`src/common/ckg_pkg.sv`:
```
// Package for the clock control register block
// Overview of operation
// - Security and switch events raise interrupt requests, each gated by an enable
// - System clock divided by two to the prescale code; reset code 3
// - RTC clock divided by two to the RTC divider code
// - RTC source chosen by one-hot four-bit code, zero means none
// - Writes with undefined RTC source codes are skipped; all eight divider codes are accepted
// - RTC divider and source frozen while RTC switch busy is set
// - Busy flag set on valid RTC change, cleared when change completes
// - RTC clock register cleared only at power-on, kept over system reset
// - Internal clock register loads 0x11 on reset
// - Beeper clock runs in halt only when beep-in-halt bit set
// - Fast wakeup leaves halt on fast internal oscillator divided by 8
// - Slow-halt bit powers off main regulator in active-halt
// - Oscillator ready flags follow hardware, read only
// - Slow internal enable forced on whenever that oscillator is needed
// - Software clear of slow internal enable refused while in use
// - Fast internal enable forced on whenever that oscillator is needed
// - Software clear of fast internal enable refused while in use
// - Bank one gating: eight enables, reset 0x00, 1 passes clock
// - Bank two gating: bit 7 boot ROM, bit 6 reserved, reset 0x80
// - RTC register access clock gated by bank two bit 2
package ckg_pkg;
    localparam logic [2:0] ADDR_SYS_DIV    = 3'h0;
    localparam logic [2:0] ADDR_RTC_SEL    = 3'h1;
    localparam logic [2:0] ADDR_INT_OSC    = 3'h2;
    localparam logic [2:0] ADDR_GATE_ONE   = 3'h3;
    localparam logic [2:0] ADDR_GATE_TWO   = 3'h4;
    localparam logic [2:0] ADDR_IRQ_CTRL   = 3'h5;
    localparam logic [7:0] RST_SYS_DIV     = 8'h03;
    localparam logic [7:0] RST_RTC_SEL     = 8'h00;
    localparam logic [7:0] RST_INT_OSC     = 8'h11;
    localparam logic [7:0] RST_GATE_ONE    = 8'h00;
    localparam logic [7:0] RST_GATE_TWO    = 8'h80;
    localparam logic [7:0] MASK_SYS_DIV    = 8'h07;
    localparam logic [7:0] MASK_INT_OSC    = 8'h75;
    localparam logic [7:0] MASK_GATE_TWO   = 8'hBF;
    localparam int BIT_BEEP_HALT   = 6;
    localparam int BIT_FAST_WAKE   = 5;
    localparam int BIT_SLOW_HALT   = 4;
    localparam int BIT_SLOW_RDY    = 3;
    localparam int BIT_SLOW_EN     = 2;
    localparam int BIT_FAST_RDY    = 1;
    localparam int BIT_FAST_EN     = 0;
    localparam int BIT_RTC_GATE    = 2;
    localparam int BIT_BOOT_GATE   = 7;
    localparam logic [3:0] SRC_NONE = 4'h0;
    localparam logic [3:0] SRC_FINT = 4'h1;
    localparam logic [3:0] SRC_SINT = 4'h2;
    localparam logic [3:0] SRC_FEXT = 4'h4;
    localparam logic [3:0] SRC_SEXT = 4'h8;
    localparam int WAKE_DIV_LOG2   = 3;
    localparam int RTC_SW_CYCLES   = 4;

    typedef struct packed {
        logic sys_is_sint;
        logic sys_is_fint;
        logic sw_to_sint;
        logic sw_to_fint;
        logic cco_is_sint;
        logic cco_is_fint;
        logic beep_is_sint;
        logic osc_measure_enable;
        logic safe_osc_on;
        logic halt_wake_fast;
    } ckg_need_t;

    typedef struct packed {
        logic beeper_clk_run;
        logic regulator_off;
        logic wake_on_fast;
    } ckg_halt_t;
endpackage

```
`src/logic/ckg_regs.sv`:
```
// Clock control register block on an Avalon-MM slave
//
// Chosen here: the Avalon-MM register port.
`timescale 1ns/1ps
`default_nettype none
module ckg_regs (
    input  wire logic              i_ref_clk,
    input  wire logic              i_rst_n,
    input  wire logic              i_por_n,
    input  wire logic [2:0]        i_avs_address,
    input  wire logic              i_avs_read,
    input  wire logic              i_avs_write,
    input  wire logic [31:0]       i_avs_writedata,
    output logic [31:0]            o_avs_readdata,
    output logic                   o_avs_waitrequest,
    input  wire ckg_pkg::ckg_need_t i_need,
    input  wire logic              i_slow_rdy_pin,
    input  wire logic              i_fast_rdy_pin,
    input  wire logic              i_security_event,
    input  wire logic              i_switch_event,
    input  wire logic              i_halt_active,
    input  wire logic              i_in_active_halt,
    output logic [7:0]             o_sys_div_ratio_log2,
    output logic [2:0]             o_rtc_div_log2,
    output logic [3:0]             o_rtc_source,
    output logic                   o_slow_internal_enable,
    output logic                   o_fast_internal_enable,
    output ckg_pkg::ckg_halt_t     o_halt,
    output logic [7:0]             o_gate_bank_one,
    output logic [7:0]             o_gate_bank_two,
    output logic                   o_rtc_reg_clk_en,
    output logic                   o_security_irq,
    output logic                   o_switch_irq
);
    import ckg_pkg::*;

    logic [7:0] sys_div_r;
    logic [2:0] rtc_div_r;
    logic [3:0] rtc_src_r;
    logic       rtc_busy_r;
    logic [2:0] rtc_cnt_r;
    logic [7:0] int_osc_r;
    logic [7:0] gate_one_r;
    logic [7:0] gate_two_r;
    logic       sec_flag_r;
    logic       sw_flag_r;
    logic       sec_ie_r;
    logic       sw_ie_r;
    logic [2:0] slow_sync_r;
    logic [2:0] fast_sync_r;
    logic       slow_rdy_r;
    logic       fast_rdy_r;
    logic       ack_r;
    logic       waitreq_r;
    logic       irq_wr;
    logic [31:0] rdata_r;
    logic       wr_hit;
    logic [7:0] wd;
    logic       src_ok;
    logic       slow_need;
    logic       fast_need;
    logic       slow_keep;
    logic       fast_keep;

    assign wd     = i_avs_writedata[7:0];
    // Single wait cycle, then acknowledge
    assign wr_hit = i_avs_write && ack_r;
    assign irq_wr = wr_hit && (i_avs_address == ADDR_IRQ_CTRL);
    assign src_ok = (wd[4:1] == SRC_NONE) || (wd[4:1] == SRC_FINT) ||
                    (wd[4:1] == SRC_SINT) || (wd[4:1] == SRC_FEXT) ||
                    (wd[4:1] == SRC_SEXT);

    // Forcing and clear protection for internal oscillators
    assign slow_need = i_need.sw_to_sint || i_need.cco_is_sint ||
                       (rtc_src_r == SRC_SINT) || i_need.beep_is_sint ||
                       i_need.osc_measure_enable;
    assign slow_keep = i_need.sys_is_sint || i_need.cco_is_sint ||
                       (rtc_src_r == SRC_SINT) ||
                       (i_need.beep_is_sint && int_osc_r[BIT_BEEP_HALT]);
    assign fast_need = i_need.safe_osc_on || i_need.sw_to_fint ||
                       i_need.cco_is_fint || (rtc_src_r == SRC_FINT) ||
                       (i_need.halt_wake_fast && int_osc_r[BIT_FAST_WAKE]);
    assign fast_keep = i_need.sys_is_fint || i_need.cco_is_fint ||
                       (rtc_src_r == SRC_FINT) || i_need.safe_osc_on;

    // Bus handshake
    always_ff @(posedge i_ref_clk or negedge i_rst_n) begin
        if (!i_rst_n) begin
            ack_r     <= 1'b0;
            waitreq_r <= 1'b1;
        end else begin
            ack_r     <= (i_avs_read || i_avs_write) && !ack_r;
            // Registered copy so the pin comes straight from a flop
            waitreq_r <= !((i_avs_read || i_avs_write) && !ack_r);
        end
    end

    always_ff @(posedge i_ref_clk or negedge i_rst_n) begin
        if (!i_rst_n) begin
            rdata_r <= 32'h0000_0000;
        end else if (i_avs_read && !ack_r) begin
            case (i_avs_address)
                ADDR_SYS_DIV:  rdata_r <= {24'h0, sys_div_r};
                ADDR_RTC_SEL:  rdata_r <= {24'h0, rtc_div_r, rtc_src_r,
                                           rtc_busy_r};
                ADDR_INT_OSC:  rdata_r <= {24'h0, int_osc_r[7:4], slow_rdy_r,
                                           int_osc_r[2], fast_rdy_r,
                                           int_osc_r[0]};
                ADDR_GATE_ONE: rdata_r <= {24'h0, gate_one_r};
                ADDR_GATE_TWO: rdata_r <= {24'h0, gate_two_r};
                ADDR_IRQ_CTRL: rdata_r <= {28'h0, sw_flag_r, sw_ie_r,
                                           sec_flag_r, sec_ie_r};
                default:       rdata_r <= 32'h0000_0000;
            endcase
        end
    end

    // System prescaler
    always_ff @(posedge i_ref_clk or negedge i_rst_n) begin
        if (!i_rst_n) begin
            sys_div_r <= RST_SYS_DIV;
        end else if (wr_hit && i_avs_address == ADDR_SYS_DIV) begin
            sys_div_r <= wd & MASK_SYS_DIV;
        end
    end

    // RTC select lives on power-on reset only, survives system reset
    always_ff @(posedge i_ref_clk or negedge i_por_n) begin
        if (!i_por_n) begin
            rtc_div_r  <= RST_RTC_SEL[7:5];
            rtc_src_r  <= RST_RTC_SEL[4:1];
            rtc_busy_r <= RST_RTC_SEL[0];
            rtc_cnt_r  <= 3'h0;
        end else if (rtc_busy_r) begin
            // Change procedure settles over a fixed number of cycles
            if (rtc_cnt_r == 3'(RTC_SW_CYCLES - 1)) begin
                rtc_busy_r <= 1'b0;
                rtc_cnt_r  <= 3'h0;
            end else begin
                rtc_cnt_r <= rtc_cnt_r + 3'h1;
            end
        end else if (wr_hit && i_avs_address == ADDR_RTC_SEL && src_ok) begin
            rtc_div_r <= wd[7:5];
            rtc_src_r <= wd[4:1];
            if (wd[7:5] != rtc_div_r || wd[4:1] != rtc_src_r) begin
                rtc_busy_r <= 1'b1;
            end
        end
    end

    // Internal oscillator control
    always_ff @(posedge i_ref_clk or negedge i_rst_n) begin
        if (!i_rst_n) begin
            int_osc_r <= RST_INT_OSC;
        end else begin
            if (wr_hit && i_avs_address == ADDR_INT_OSC) begin
                int_osc_r[6:4] <= wd[6:4];
                int_osc_r[BIT_SLOW_EN] <= wd[BIT_SLOW_EN] || slow_keep ||
                                          slow_need;
                int_osc_r[BIT_FAST_EN] <= wd[BIT_FAST_EN] || fast_keep ||
                                          fast_need;
            end else begin
                int_osc_r[BIT_SLOW_EN] <= int_osc_r[BIT_SLOW_EN] ||
                                          slow_need;
                int_osc_r[BIT_FAST_EN] <= int_osc_r[BIT_FAST_EN] ||
                                          fast_need;
            end
            int_osc_r[7] <= 1'b0;
            int_osc_r[BIT_SLOW_RDY] <= 1'b0;
            int_osc_r[BIT_FAST_RDY] <= 1'b0;
        end
    end

    // Ready pins come from the analog side: three-stage sync
    always_ff @(posedge i_ref_clk or negedge i_rst_n) begin
        if (!i_rst_n) begin
            slow_sync_r <= 3'h0;
            fast_sync_r <= 3'h0;
            slow_rdy_r  <= 1'b0;
            fast_rdy_r  <= 1'b0;
        end else begin
            slow_sync_r <= {slow_sync_r[1:0], i_slow_rdy_pin};
            fast_sync_r <= {fast_sync_r[1:0], i_fast_rdy_pin};
            if (slow_sync_r[1] == slow_sync_r[2]) begin
                slow_rdy_r <= slow_sync_r[2];
            end
            if (fast_sync_r[1] == fast_sync_r[2]) begin
                fast_rdy_r <= fast_sync_r[2];
            end
        end
    end

    // Peripheral gating banks
    always_ff @(posedge i_ref_clk or negedge i_rst_n) begin
        if (!i_rst_n) begin
            gate_one_r <= RST_GATE_ONE;
            gate_two_r <= RST_GATE_TWO;
        end else if (wr_hit && i_avs_address == ADDR_GATE_ONE) begin
            gate_one_r <= wd;
        end else if (wr_hit && i_avs_address == ADDR_GATE_TWO) begin
            gate_two_r <= wd & MASK_GATE_TWO;
        end
    end

    // Interrupt flags: hardware set beats software clear
    always_ff @(posedge i_ref_clk or negedge i_rst_n) begin
        if (!i_rst_n) begin
            sec_flag_r <= 1'b0;
            sw_flag_r  <= 1'b0;
            sec_ie_r   <= 1'b0;
            sw_ie_r    <= 1'b0;
        end else begin
            if (irq_wr) begin
                sec_ie_r <= wd[0];
                sw_ie_r  <= wd[2];
            end
            if (i_security_event) begin
                sec_flag_r <= 1'b1;
            end else if (irq_wr && !wd[1]) begin
                sec_flag_r <= 1'b0;
            end
            if (i_switch_event) begin
                sw_flag_r <= 1'b1;
            end else if (irq_wr && !wd[3]) begin
                sw_flag_r <= 1'b0;
            end
        end
    end

    // Registered outputs
    always_ff @(posedge i_ref_clk or negedge i_rst_n) begin
        if (!i_rst_n) begin
            o_sys_div_ratio_log2   <= 8'h00;
            o_rtc_div_log2         <= 3'h0;
            o_rtc_source           <= 4'h0;
            o_slow_internal_enable <= 1'b0;
            o_fast_internal_enable <= 1'b0;
            o_halt                 <= '0;
            o_gate_bank_one        <= 8'h00;
            o_gate_bank_two        <= 8'h00;
            o_rtc_reg_clk_en       <= 1'b0;
            o_security_irq         <= 1'b0;
            o_switch_irq           <= 1'b0;
        end else begin
            o_sys_div_ratio_log2   <= sys_div_r;
            o_rtc_div_log2         <= rtc_div_r;
            o_rtc_source           <= rtc_src_r;
            o_slow_internal_enable <= int_osc_r[BIT_SLOW_EN];
            o_fast_internal_enable <= int_osc_r[BIT_FAST_EN];
            // Bit covers halt and active-halt alike
            o_halt.beeper_clk_run  <= !i_halt_active ||
                                      int_osc_r[BIT_BEEP_HALT];
            o_halt.regulator_off   <= i_in_active_halt &&
                                      int_osc_r[BIT_SLOW_HALT];
            o_halt.wake_on_fast    <= int_osc_r[BIT_FAST_WAKE];
            o_gate_bank_one        <= gate_one_r;
            o_gate_bank_two        <= gate_two_r;
            o_rtc_reg_clk_en       <= gate_two_r[BIT_RTC_GATE];
            // Wake from wait only; halt wake is left to the power block
            o_security_irq         <= sec_flag_r && sec_ie_r &&
                                      !i_halt_active;
            o_switch_irq           <= sw_flag_r && sw_ie_r &&
                                      !i_halt_active;
        end
    end

    assign o_avs_readdata    = rdata_r;
    assign o_avs_waitrequest = waitreq_r;

    a_rtc_busy_freeze: assert property (@(posedge i_ref_clk)
        disable iff (!i_por_n)
        rtc_busy_r |=> $stable(rtc_src_r) && $stable(rtc_div_r))
        else $error("rtc fields changed while busy");
    a_rtc_bad_code: assert property (@(posedge i_ref_clk)
        disable iff (!i_por_n)
        (wr_hit && i_avs_address == ADDR_RTC_SEL && !src_ok)
            |=> $stable(rtc_src_r))
        else $error("invalid rtc code accepted");
    a_rtc_busy_ends: assert property (@(posedge i_ref_clk)
        disable iff (!i_por_n)
        $rose(rtc_busy_r) |-> ##[1:4] !rtc_busy_r)
        else $error("rtc busy did not clear");
    a_slow_forced: assert property (@(posedge i_ref_clk)
        disable iff (!i_rst_n)
        slow_need |=> int_osc_r[BIT_SLOW_EN])
        else $error("slow enable not forced");
    a_slow_keep: assert property (@(posedge i_ref_clk)
        disable iff (!i_rst_n)
        (slow_keep && int_osc_r[BIT_SLOW_EN]) |=> int_osc_r[BIT_SLOW_EN])
        else $error("slow enable cleared while used");
    a_fast_forced: assert property (@(posedge i_ref_clk)
        disable iff (!i_rst_n)
        fast_need |=> int_osc_r[BIT_FAST_EN])
        else $error("fast enable not forced");
    a_fast_keep: assert property (@(posedge i_ref_clk)
        disable iff (!i_rst_n)
        (fast_keep && int_osc_r[BIT_FAST_EN]) |=> int_osc_r[BIT_FAST_EN])
        else $error("fast enable cleared while used");
    a_sec_irq_gate: assert property (@(posedge i_ref_clk)
        disable iff (!i_rst_n)
        o_security_irq |-> $past(sec_ie_r))
        else $error("security irq without enable");
    a_irq_halt_mask: assert property (@(posedge i_ref_clk)
        disable iff (!i_rst_n)
        i_halt_active |=> !o_security_irq && !o_switch_irq)
        else $error("irq raised in halt");
    a_flag_set_wins: assert property (@(posedge i_ref_clk)
        disable iff (!i_rst_n)
        i_switch_event |=> sw_flag_r)
        else $error("switch flag lost");
    a_beep_stop: assert property (@(posedge i_ref_clk)
        disable iff (!i_rst_n)
        (i_halt_active && !int_osc_r[BIT_BEEP_HALT])
            |=> !o_halt.beeper_clk_run)
        else $error("beeper clock ran in halt");
    a_regulator_on: assert property (@(posedge i_ref_clk)
        disable iff (!i_rst_n)
        !int_osc_r[BIT_SLOW_HALT] |=> !o_halt.regulator_off)
        else $error("regulator off without slow halt");
    a_rtc_gate_follow: assert property (@(posedge i_ref_clk)
        disable iff (!i_rst_n)
        ##1 o_rtc_reg_clk_en == $past(gate_two_r[BIT_RTC_GATE]))
        else $error("rtc access gate mismatch");
    a_gate_two_rsvd: assert property (@(posedge i_ref_clk)
        disable iff (!i_rst_n)
        !gate_two_r[6])
        else $error("reserved gate bit set");
    a_sys_div_rsvd: assert property (@(posedge i_ref_clk)
        disable iff (!i_rst_n)
        sys_div_r[7:3] == 5'h00)
        else $error("reserved divider bits set");
endmodule
`default_nettype wire

```
`config.mk`:
```
export PLATFORM = sky130hd
export DESIGN_NAME = ckg_regs
export DESIGN_NICKNAME = d
export VERILOG_FILES = /design/src/common/ckg_pkg.sv /design/src/logic/ckg_regs.sv
export SDC_FILE = /design/constraint.sdc
export NUM_CORES = 1
export LEC_CHECK = 0
export CAP_MARGIN = 20
export CORE_ASPECT_RATIO = 1.4
export CORE_MARGIN = 2
export CORE_UTILIZATION = 60
export CTS_BUF_LIST = sky130_fd_sc_hd__clkbuf_2
export DETAILED_ROUTE_END_ITERATION = 16
export DONT_BUFFER_PORTS = 1
export MAX_ROUTING_LAYER = met4
export PLACE_DENSITY_LB_ADDON = 0.05
export SETUP_SLACK_MARGIN = 0.1
export SLEW_MARGIN = 25
export SYNTH_ARGS = -nofsm -noshare
export SYNTH_HDL_FRONTEND = slang
export SYNTH_SLANG_ARGS = --single-unit
```
`constraint.sdc`:
```
create_clock -name i_ref_clk -period 3.6 [get_ports i_ref_clk]
set_input_delay 0.72 -clock i_ref_clk [delete_from_list [all_inputs] [get_ports i_ref_clk]]
set_output_delay 0.72 -clock i_ref_clk [all_outputs]
set_load 0.02 [all_outputs]
```
# --- Word-level counts from Yosys, hierarchy flattened ---
# Cells that the tools add are included.
# W data, S select, Z words.
op_classes:
  n_addsub: 1
  eq_ne: 16
  n_mux: 12
  n_bitwise: 2
  reduce_logical: 57
op_table:
  columns: ["operator", "n"]
  rows:
  - ["$pmux W8 S6", 1]
  - ["$logic_or A1 B1 Y1", 27]
  - ["$logic_and A1 B1 Y1", 19]
  - ["$mux W1", 10]
  - ["$eq A3 B2 Y1 const B", 3]
  - ["$eq A4 B1 Y1 const B", 2]
  - ["$eq A4 B2 Y1 const B", 2]
  - ["$eq A3 B3 Y1 const B", 2]
  - ["$logic_not A1 Y1", 5]
  - ["$eq A4 B3 Y1 const B", 1]
  - ["$eq A4 B4 Y1 const B", 1]
  - ["$logic_not A4 Y1", 1]
  - ["$ne A4 B4 Y1", 1]
  - ["$reduce_and A2 Y1", 2]
  - ["$reduce_bool A2 Y1", 2]
  - ["$add A3 B1 Y3 const B", 1]
  - ["$eq A3 B1 Y1 const B", 1]
  - ["$logic_not A3 Y1", 1]
  - ["$mux W3", 1]
  - ["$ne A3 B3 Y1", 1]
  - ["$eq A1 B1 Y1", 2]
  - ["$not A1 Y1", 2]
totals:
  regBits: 113
  out_inout_bits: 72

# --- Logic depth before layout (Yosys ltp) ---
# Gate-level depths: netlist (run 1).
logic_depth:
  ltp_word: 8
  depth_mapped: 6
  ltp_nobuf: 4

# --- Least setup slack after synthesis (run 1) ---
# No wires, ideal clock.
synth_timing:
  path_kind: "input to register"
  start: "input port i_avs_address[0]"
  end: "register gate_two_r[1]"
  arrival_time_ns: 1.726
  slack_ns: 1.747
  cell_stages: 5
  path_cell_list: "buf_4 -> nor2_1 -> and4_1 -> buf_4 -> mux2_1"
synth_via:
  elab_chain_cells: 4
synth_lines:
  columns: ["element", "line_no", "rtl"]
  rows:
  - ["start: declaration", "ckg_regs.sv:10", "input wire logic [2:0] i_avs_address,"]
  - ["$eq A3 B2 Y1", "ckg_regs.sv:198", "end else if (wr_hit && i_avs_address == ADDR_GATE_ONE) begin"]
  - ["$logic_and A1 B1 Y1", "ckg_regs.sv:198", null]
  - ["$not A1 Y1 (no source line)", null, null]
  - ["$reduce_and A2 Y1 (no source line) (*)", null, null]
  - ["end signal: assignment", "ckg_regs.sv:201", "gate_two_r <= wd & MASK_GATE_TWO;"]
  - ["end: declaration", "ckg_regs.sv:44", "logic [7:0] gate_two_r;"]
# Mark *: on every way between the ends. The rest lies on a longest branch, timed or not.
# A chain may end at the register's enable or synchronous reset.

# --- Worst setup path in the final report (run 1) ---
layout_timing:
  start: "register o_gate_bank_two[2]"
  end: "output port o_gate_bank_two[2]"
layout_lines:
  columns: ["element", "line_no", "rtl"]
  rows:
  - ["start: declaration", "ckg_regs.sv:30", "output logic [7:0] o_gate_bank_two,"]
  - ["start signal: assignment", "ckg_regs.sv:257", "o_gate_bank_two <= gate_two_r;"]
# No word-level cell between the ends.

==> results.rst, run 1 <==
.. list-table::
   :header-rows: 1

   * - Metric
     - Value
   * - Final net count
     - ~330
   * - Root buf cell
     - clkbuf_2
   * - Clock network fraction of total power
     - 20.7%
   * - Pin count of the biggest net entering global routing
     - a little under 80
   * - Horizontal extent of the die
     - between 70 and 80 µm
   * - Fraction of the yosys area taken by sequential cells
     - between 60% and 70%
   * - Largest fanout on the critical path
     - 2
   * - Initial antenna violation count
     - 0
   * - Power spent charging and discharging nets
     - roughly 0.72 mW
   * - Mean Syn Cell Area
     - 13.6 µm²
   * - Largest clock skew in the final design
     - between 0.03 and 0.04 ns
   * - Post-Synthesis Cell Area
     - 3660 µm²
   * - Worst R2R End
     - gate_one_r[7]$_DFFE_PN0P_
   * - Internal portion of total power
     - between 1.5 and 2 mW
   * - CTS Hold Bufs
     - 2
   * - Yosys warning total
     - 0
   * - Worst R2R Path Depth
     - 3
   * - Sum of negative setup slack
     - 0 ns
   * - Yosys cell types
     - 49
   * - PnR Total Power
     - between 2 and 2.5 mW
   * - Measured slew at the worst slew-check pin
     - 0.795 ns
   * - Deepest level of the CTS H-tree
     - 3
   * - Fraction of power spent switching nets
     - 32.2%
   * - MaxCap Viol Count
     - 0
   * - Part of the cycle the worst path needs
     - 51.7%
   * - Area added between synthesis and finish
     - 1.40%
   * - Initial DRT Pass Iterations
     - 4
   * - Last element of the critical path
     - o_gate_bank_two[2]
   * - Vias
     - 2004
   * - Routed WL per cell
     - 19.8 µm
   * - Clock insertion delay at the later pin of the skew report
     - about 0.53 ns
   * - Power per Cell Area
     - 599 nW/µm²
   * - Post-cts repair resize count
     - 0
   * - Core Region
     - 5860 µm²
   * - Proportion of synthesized flip-flops having asynchronous set or reset
     - 100%
   * - CTS tree
     - yes
   * - Chip Height
     - 96.4 µm
   * - Vias in the first global route
     - 1993
   * - Post-synthesis instance total
     - between 200 and 300
   * - Source of the critical timing path
     - o_gate_bank_two[2]$_DFF_PN0_
   * - Final Hold Fails
     - 0
   * - Via density per instance
     - 5.83
   * - Clock transition at the registers of the reported paths
     - roughly 0.22 ns
   * - Post-Route Hold Slack
     - 0.0506 ns
   * - Worst setup timing slack at the placement stage
     - 1.56 ns
   * - Number of inserted filler cells in the final layout
     - 473
   * - Total congestion overflow after global routing
     - 0
   * - Final setup fails
     - 0
   * - Upper clock frequency limit
     - about 0.54 GHz
   * - First-pass GRT wire length
     - ~11 mm
   * - Tightest Hold Check Type
     - input port to async pin
   * - Maximum vdd ir drop
     - between 300 and 400 µV
   * - Number of buffers added on ports
     - 0
   * - Final cell count without fillers
     - 344
   * - Total clock buffers created by CTS
     - 9
   * - Post-route setup slack
     - 1.74 ns
   * - Number of enable-type register cells in the synthesized netlist
     - 0
   * - Fraction of layout instances using a drive strength above 1
     - between 10% and 20%
   * - Pins Over Slew Limit
     - 0
   * - Status
     - completed
   * - Die Footprint
     - 6750 µm²
   * - Critical register-to-register path startpoint
     - ack_r$_DFF_PN0_
   * - HPWL after detailed placement
     - 4.78 mm
   * - IO Pins
     - 128
   * - Tmin final
     - around 1.9 ns
   * - Combinational share of power
     - between 10 and 15%
   * - FF+latch count, synth
     - 88
   * - Final Wtd Congestion
     - ~0.77
   * - Total clock sinks
     - 88
   * - Standard-cell row count
     - 33
   * - Total global-route track usage
     - between 20% and 30%
   * - Static power due to leakage
     - 1.69 nW
   * - Data required time at the worst endpoint
     - approximately 2.9 ns
   * - Unrepaired setup endpoints after global routing
     - no
   * - Effective utilization at floorplan
     - between 60% and 70%
   * - Crit path arrival time
     - 1.14 ns
   * - Number of placed instances with taps included
     - 327
   * - Endpoint type of the worst setup path
     - output port
   * - Category of the most critical setup path
     - register to output port
   * - Number of buffers on the longest clock path
     - 2
   * - Worst setup SP type
     - register
   * - Predominant post-synthesis flop cell
     - dfrtp_1
   * - Relative slew slack
     - 45.6%
   * - Final Routed Wirelength
     - just under 7 mm
   * - Number of logic stages on the critical path including buffering
     - 0
   * - Antenna diode instance count
     - 0
   * - Violation count after the first detailed-routing iteration
     - 99
   * - Buffer count from post-CTS setup fixing
     - 0
   * - Sequential group share of total power
     - 66.9%
   * - Remaining routing DRC violations
     - 0
   * - Remaining number of nets flagged by the antenna check after routing
     - 0
   * - Flop-to-flop setup slack
     - 2.10 ns
layout by cell type (no fill, tap or decap), types with 2 or more instances in the layout:
cell | netlist | final
a21oi_1 | 2 | 2
a221oi_1 | 3 | 3
a22oi_1 | 5 | 5
a31oi_1 | 3 | 3
clkbuf_2 | 1 | 11
conb_1 | 1 | 30
dfrtp_1 | 82 | 82
dfstp_2 | 6 | 6
inv_1 | 3 | 3
inv_2 | 2 | 2
maj3_1 | 2 | 2
mux2_1 | 32 | 32
mux2_4 | 7 | 7
mux2i_1 | 4 | 4
nand2_1 | 6 | 6
nand2b_1 | 5 | 5
nand3b_1 | 4 | 4
nand4_1 | 3 | 3
nor2_1 | 11 | 11
nor2b_1 | 2 | 2
nor3b_1 | 2 | 2
nor4_1 | 2 | 2
o211ai_1 | 3 | 3
o21a_1 | 3 | 3
o21ai_1 | 9 | 9
o31ai_1 | 2 | 2
xnor2_1 | 4 | 4
xor2_1 | 3 | 3
flip-flops by register name (all words and copies together) (netlist names), 4 cells and up:
signal and count:
gate_two_r 7, int_osc_r 5, o_gate_bank_two 7, o_rtc_source 4, rtc_src_r 4, o_avs_readdata 8
o_gate_bank_one 8, gate_one_r 8
final cells by class:
type / instances / area (µm²) / area share (%)
clock buffer: 11 / 55.1 / 1.48
clock inverter: 4 / 46.3 / 1.25
multi-input combinational: 164 / 1260 / 33.9
timing repair buffer: 2 / 37.5 / 1.01
inverter: 5 / 18.8 / 0.506
sequential: 88 / 2210 / 59.5
tap: 70 / 87.6 / 2.36
through the flow:
| step | instance area, µm² | util (%) |
|---|---|---|
| after floorplan | 3770 | - |
| after global placement | 3570 | 60.9 |
| after detailed placement | 3570 | 60.9 |
| after CTS | 3710 | 63.3 |
| after global routing | 3710 | 63.3 |
| final | 3710 | 63.3 |
cell usage after synthesis, types with 2 or more instances:
cell / count / area, µm²
a21oi_1: 2 / 10.0
a221oi_1: 3 / 26.3
a22oi_1: 5 / 37.5
a31oi_1: 3 / 18.8
buf_2: 4 / 20.0
buf_4: 33 / 248
clkbuf_1: 2 / 7.51
dfrtp_1: 82 / 2050
dfstp_2: 6 / 158
inv_1: 3 / 11.3
inv_2: 2 / 7.51
maj3_1: 2 / 20.0
mux2_1: 32 / 360
mux2_4: 7 / 105
mux2i_1: 4 / 40.0
nand2_1: 6 / 22.5
nand2b_1: 5 / 31.3
nand3b_1: 4 / 30.0
nand4_1: 3 / 18.8
nor2_1: 11 / 41.3
nor2b_1: 2 / 12.5
nor3b_1: 2 / 15.0
nor4_1: 2 / 12.5
o211ai_1: 3 / 22.5
o21a_1: 3 / 22.5
o21ai_1: 9 / 45.0
o31ai_1: 2 / 15.0
xnor2_1: 4 / 35.0
xor2_1: 3 / 26.3
metal layers:
layer	GRT usage, %	part of all wire, %	vias up
li1	-	-	887
met1	25.9	40	1016
met2	36.0	51	86
met3	4.77	6.1	15
met4	12.0	2.4	0
met5	-	0	-
worst min-delay path by stage:
| stage | depth (start not counted) | startpoint | slack [ns] | end |
|---|---|---|---|---|
| 3_3_place_gp | 0 | fast_sync_r[0]$_DFF_PN0_ | 0.34 | fast_sync_r[1]$_DFF_PN0_ |
| 3_5_place_dp | 0 | fast_sync_r[0]$_DFF_PN0_ | 0.34 | fast_sync_r[1]$_DFF_PN0_ |
| 6_report | 1 | i_rst_n | 0.05 | sec_ie_r$_DFFE_PN0N_ |
| 4_1_cts | 1 | i_rst_n | 0.03 | o_gate_bank_two[5]$_DFF_PN0_ |
| 5_1_grt | 1 | i_rst_n | 0.01 | sec_ie_r$_DFFE_PN0N_ |
| 2_1_floorplan | 0 | fast_sync_r[0]$_DFF_PN0_ | 0.33 | fast_sync_r[1]$_DFF_PN0_ |
power groups by stage:
stage	Sequential, mW	Combinational (mW)	Clock [mW]
5_1_grt	1.52	0.313	0.510
4_1_cts	1.49	0.281	0.474
3_5_place_dp	1.52	0.256	0
6_report	1.49	0.275	0.460
2_1_floorplan	1.46	0.271	0
3_3_place_gp	1.51	0.248	0
kinds of logic (layout without fill, tap and decap cells):
logic type | count (synthesis) | in the layout | synth area share, %
DFF | 88 | 88 | 60.4
and+or+nand+nor | 45 | 45 | 7.83
xor gates and xnor gates | 7 | 7 | 1.67
muxes | 43 | 43 | 13.8
adders and majority gates | 3 | 3 | 0.889
other | 1 | 30 | 0.102
AOI/OAI and AO/OA | 36 | 36 | 7.07
buffers and inverters | 46 | 22 | 8.27
No activity file was read; power rests on OpenSTA's default activity.
==> inputs of run 2 (changes only) <==
- CORE_UTILIZATION: 60 -> 59
- clock period: 3.6 -> 1.6 ns (I/O delays scaled with it)
==> run 2 against run 1 <==
The flow now finishes with violations (negative hold slack); cell count is 9.3% higher; global-route usage grew 2.1 points; core utilization grew 1.2 points; largest power group unchanged.
==> results.rst, run 2 (synthesized netlist as in run 1, its figures left out) <==
.. list-table::
   :header-rows: 1

   * - Metric
     - Value
   * - Number of buffers on the longest clock path
     - 2
   * - Initial DRT Pass Iterations
     - 4
   * - Data required time at the worst endpoint
     - 2.02 ns
   * - Tightest Hold Check Type
     - input port to async pin
   * - Clock insertion delay at the later pin of the skew report
     - about 0.53 ns
   * - Post-Route Hold Slack
     - -0.565 ns
   * - Pin count of the biggest net entering global routing
     - 78
   * - Total clock sinks
     - 88
   * - Final Wtd Congestion
     - roughly 0.77
   * - Pins Over Slew Limit
     - 0
   * - Stage delay of the slowest cell on the critical path
     - approximately 0.65 ns
   * - Largest clock skew in the final design
     - 0.0254 ns
   * - Status
     - complete, but fails checks
   * - Part of the cycle the worst path needs
     - 91.4%
   * - Effective utilization at floorplan
     - 59.8%
   * - Worst setup SP type
     - input port
   * - Maximum vdd ir drop
     - 617 µV
   * - Area added between synthesis and finish
     - 7.93%
   * - Remaining routing DRC violations
     - 0
   * - Final Routed Wirelength
     - 7.29 mm
   * - Violation count after the first detailed-routing iteration
     - ~130
   * - Deepest level of the CTS H-tree
     - 3
   * - Clock transition at the registers of the reported paths
     - 0.22 ns
   * - Chip Height
     - 97.2 µm
   * - Vias in the first global route
     - roughly 2200
   * - Cell at the slowest stage of the critical path
     - dlygate4sd3_1
   * - Buffer count from post-CTS setup fixing
     - 0
   * - MaxCap Viol Count
     - 0
   * - Post-route setup slack
     - around 0.14 ns
   * - Worst setup timing slack at the placement stage
     - 0.122 ns
   * - Upper clock frequency limit
     - between 0.6 and 0.7 GHz
   * - CTS tree
     - yes
   * - Remaining number of nets flagged by the antenna check after routing
     - 0
   * - Unrepaired setup endpoints after global routing
     - yes
   * - Category of the most critical setup path
     - input port to register
   * - HPWL after detailed placement
     - roughly 5 mm
   * - Static power due to leakage
     - 1.80 nW
   * - Total global-route track usage
     - 24.1%
   * - Core Region
     - 6130 µm²
   * - Commonest cells after routing, fill and taps aside
     - dfrtp_1, mux2_1, conb_1
   * - Met2 usage in global routing
     - between 30% and 40%
   * - Fraction of layout instances using a drive strength above 1
     - around 14%
   * - Total clock buffers created by CTS
     - 9
   * - Final net count
     - ~360
   * - Violated checks
     - negative hold slack
   * - Final Hold Fails
     - 77
   * - Vias
     - 2100
   * - Met1 track demand over resource in global routing
     - 30.5%
   * - Initial antenna violation count
     - 0
   * - First-pass GRT wire length
     - between 10 and 15 mm
   * - Number of inserted filler cells in the final layout
     - 492
   * - Horizontal extent of the die
     - just over 70 µm
   * - Die Footprint
     - 6860 µm²
   * - Crit path arrival time
     - 1.88 ns
   * - Standard-cell row count
     - 34
   * - Global-route layer with the greatest usage
     - met2
   * - Flop-to-flop setup slack
     - 0.18 ns
   * - Tmin final
     - approximately 1.5 ns
   * - Endpoint type of the worst setup path
     - register
   * - Final setup fails
     - 0
   * - Largest fanout on the critical path
     - 17
   * - Number of buffers added on ports
     - 0
   * - Total congestion overflow after global routing
     - 0
   * - GR Layer Usage met3
     - about 6.7%
   * - Worst R2R Path Depth
     - 4
   * - Leading cell type in the layout, fill and taps excluded
     - dfrtp_1
   * - Routed WL per cell
     - 19.4 µm
   * - Power per Cell Area
     - roughly 1200 nW/µm²
   * - Worst R2R End
     - rtc_div_r[1]$_DFFE_PN0P_
   * - Cell Chain, Critical Path
     - dlygate4sd3_1 -> inv_2 -> nor4_4 -> o21ai_4 -> mux2_4
   * - Via density per instance
     - 5.59
   * - Critical register-to-register path startpoint
     - ack_r$_DFF_PN0_
   * - Sum of negative setup slack
     - 0 ns
   * - CTS Hold Bufs
     - 24
   * - Root buf cell
     - clkbuf_2
   * - IO Pins
     - about 130
   * - Antenna diode instance count
     - 0
==> run 2: cell types whose count changed in the layout (fill, tap and decap cells not counted), sizes merged <==
cell,before,now
dlygate4sd3,1,24
clkinv,2,3
clkbuf,11,12
buf,1,7
bufinv,1,0
==> run 2: how the worst max path moves through the flow <==
stage          slack (ns)                         to                        start  cells past startpoint
6_report             0.14   rtc_div_r[1]$_DFFE_PN0P_             i_avs_address[0]                      5
5_1_grt              0.08          o_avs_waitrequest  o_avs_waitrequest$_DFF_PN1_                      0
4_1_cts               0.1          o_avs_waitrequest  o_avs_waitrequest$_DFF_PN1_                      0
3_5_place_dp         0.12   rtc_src_r[3]$_DFFE_PN0P_             i_avs_address[2]                      4
3_3_place_gp         0.13   rtc_src_r[0]$_DFFE_PN0P_             i_avs_address[2]                      4
2_1_floorplan        0.15  gate_two_r[1]$_DFFE_PN0P_             i_avs_address[0]                      5
==> run 2: final cells by class <==
type | count | area (µm²) | area share (%)
clock buffers | 12 | 60.1 | 1.52
repair buffers | 31 | 293 | 7.41
flip-flops and latches | 88 | 2210 | 56.0
well taps | 72 | 90.1 | 2.28
inverters | 5 | 18.8 | 0.475
multi-input cells | 164 | 1260 | 31.8
clock inverters | 4 | 21.3 | 0.538
==> run 2: critical path: cells and delay by family <==
family          cells  cell delay (ns)
compound gates      1             0.18
buf+inv             2             0.74
mux                 1             0.32
simple gates        1             0.30
==> run 2: stage by stage <==
step | instance area [µm²] | utilization, % | total power, mW | instances
floorplan | 3770 | - | 3.88 | 298
global placement | 3630 | 59.2 | 3.97 | 336
detailed placement | 3630 | 59.2 | 4.00 | 336
CTS | 3950 | 64.5 | 4.97 | 376
global route | 3950 | 64.5 | 5.20 | 376
finish | 3950 | 64.5 | 4.91 | 376
==> run 2: what timing repair did <==
action | CTS | global route
setup endpoints to repair | 1 | 3
cloned | 0 | 0
resized for setup | 0 | 1
endpoints found under the hold margin | 134 | 77
==> run 2: report_power, final <==
group	leakage (nW)	internal, mW	switching [mW]
sequential	1.07	2.72	0.638
clock	0.0594	0.214	0.684
combinational	0.677	0.360	0.292
total	1.80	3.29	1.61
==> run 2: layer usage <==
| metal | vias up | part of all wire (%) | wire length (µm) |
|---|---|---|---|
| li1 | 942 | - | - |
| met1 | 1084 | 41 | 2960 |
| met2 | 69 | 54 | 3900 |
| met3 | 5 | 4.8 | 347 |
| met4 | 0 | 1.0 | 76 |
| met5 | - | 0 | 0 |
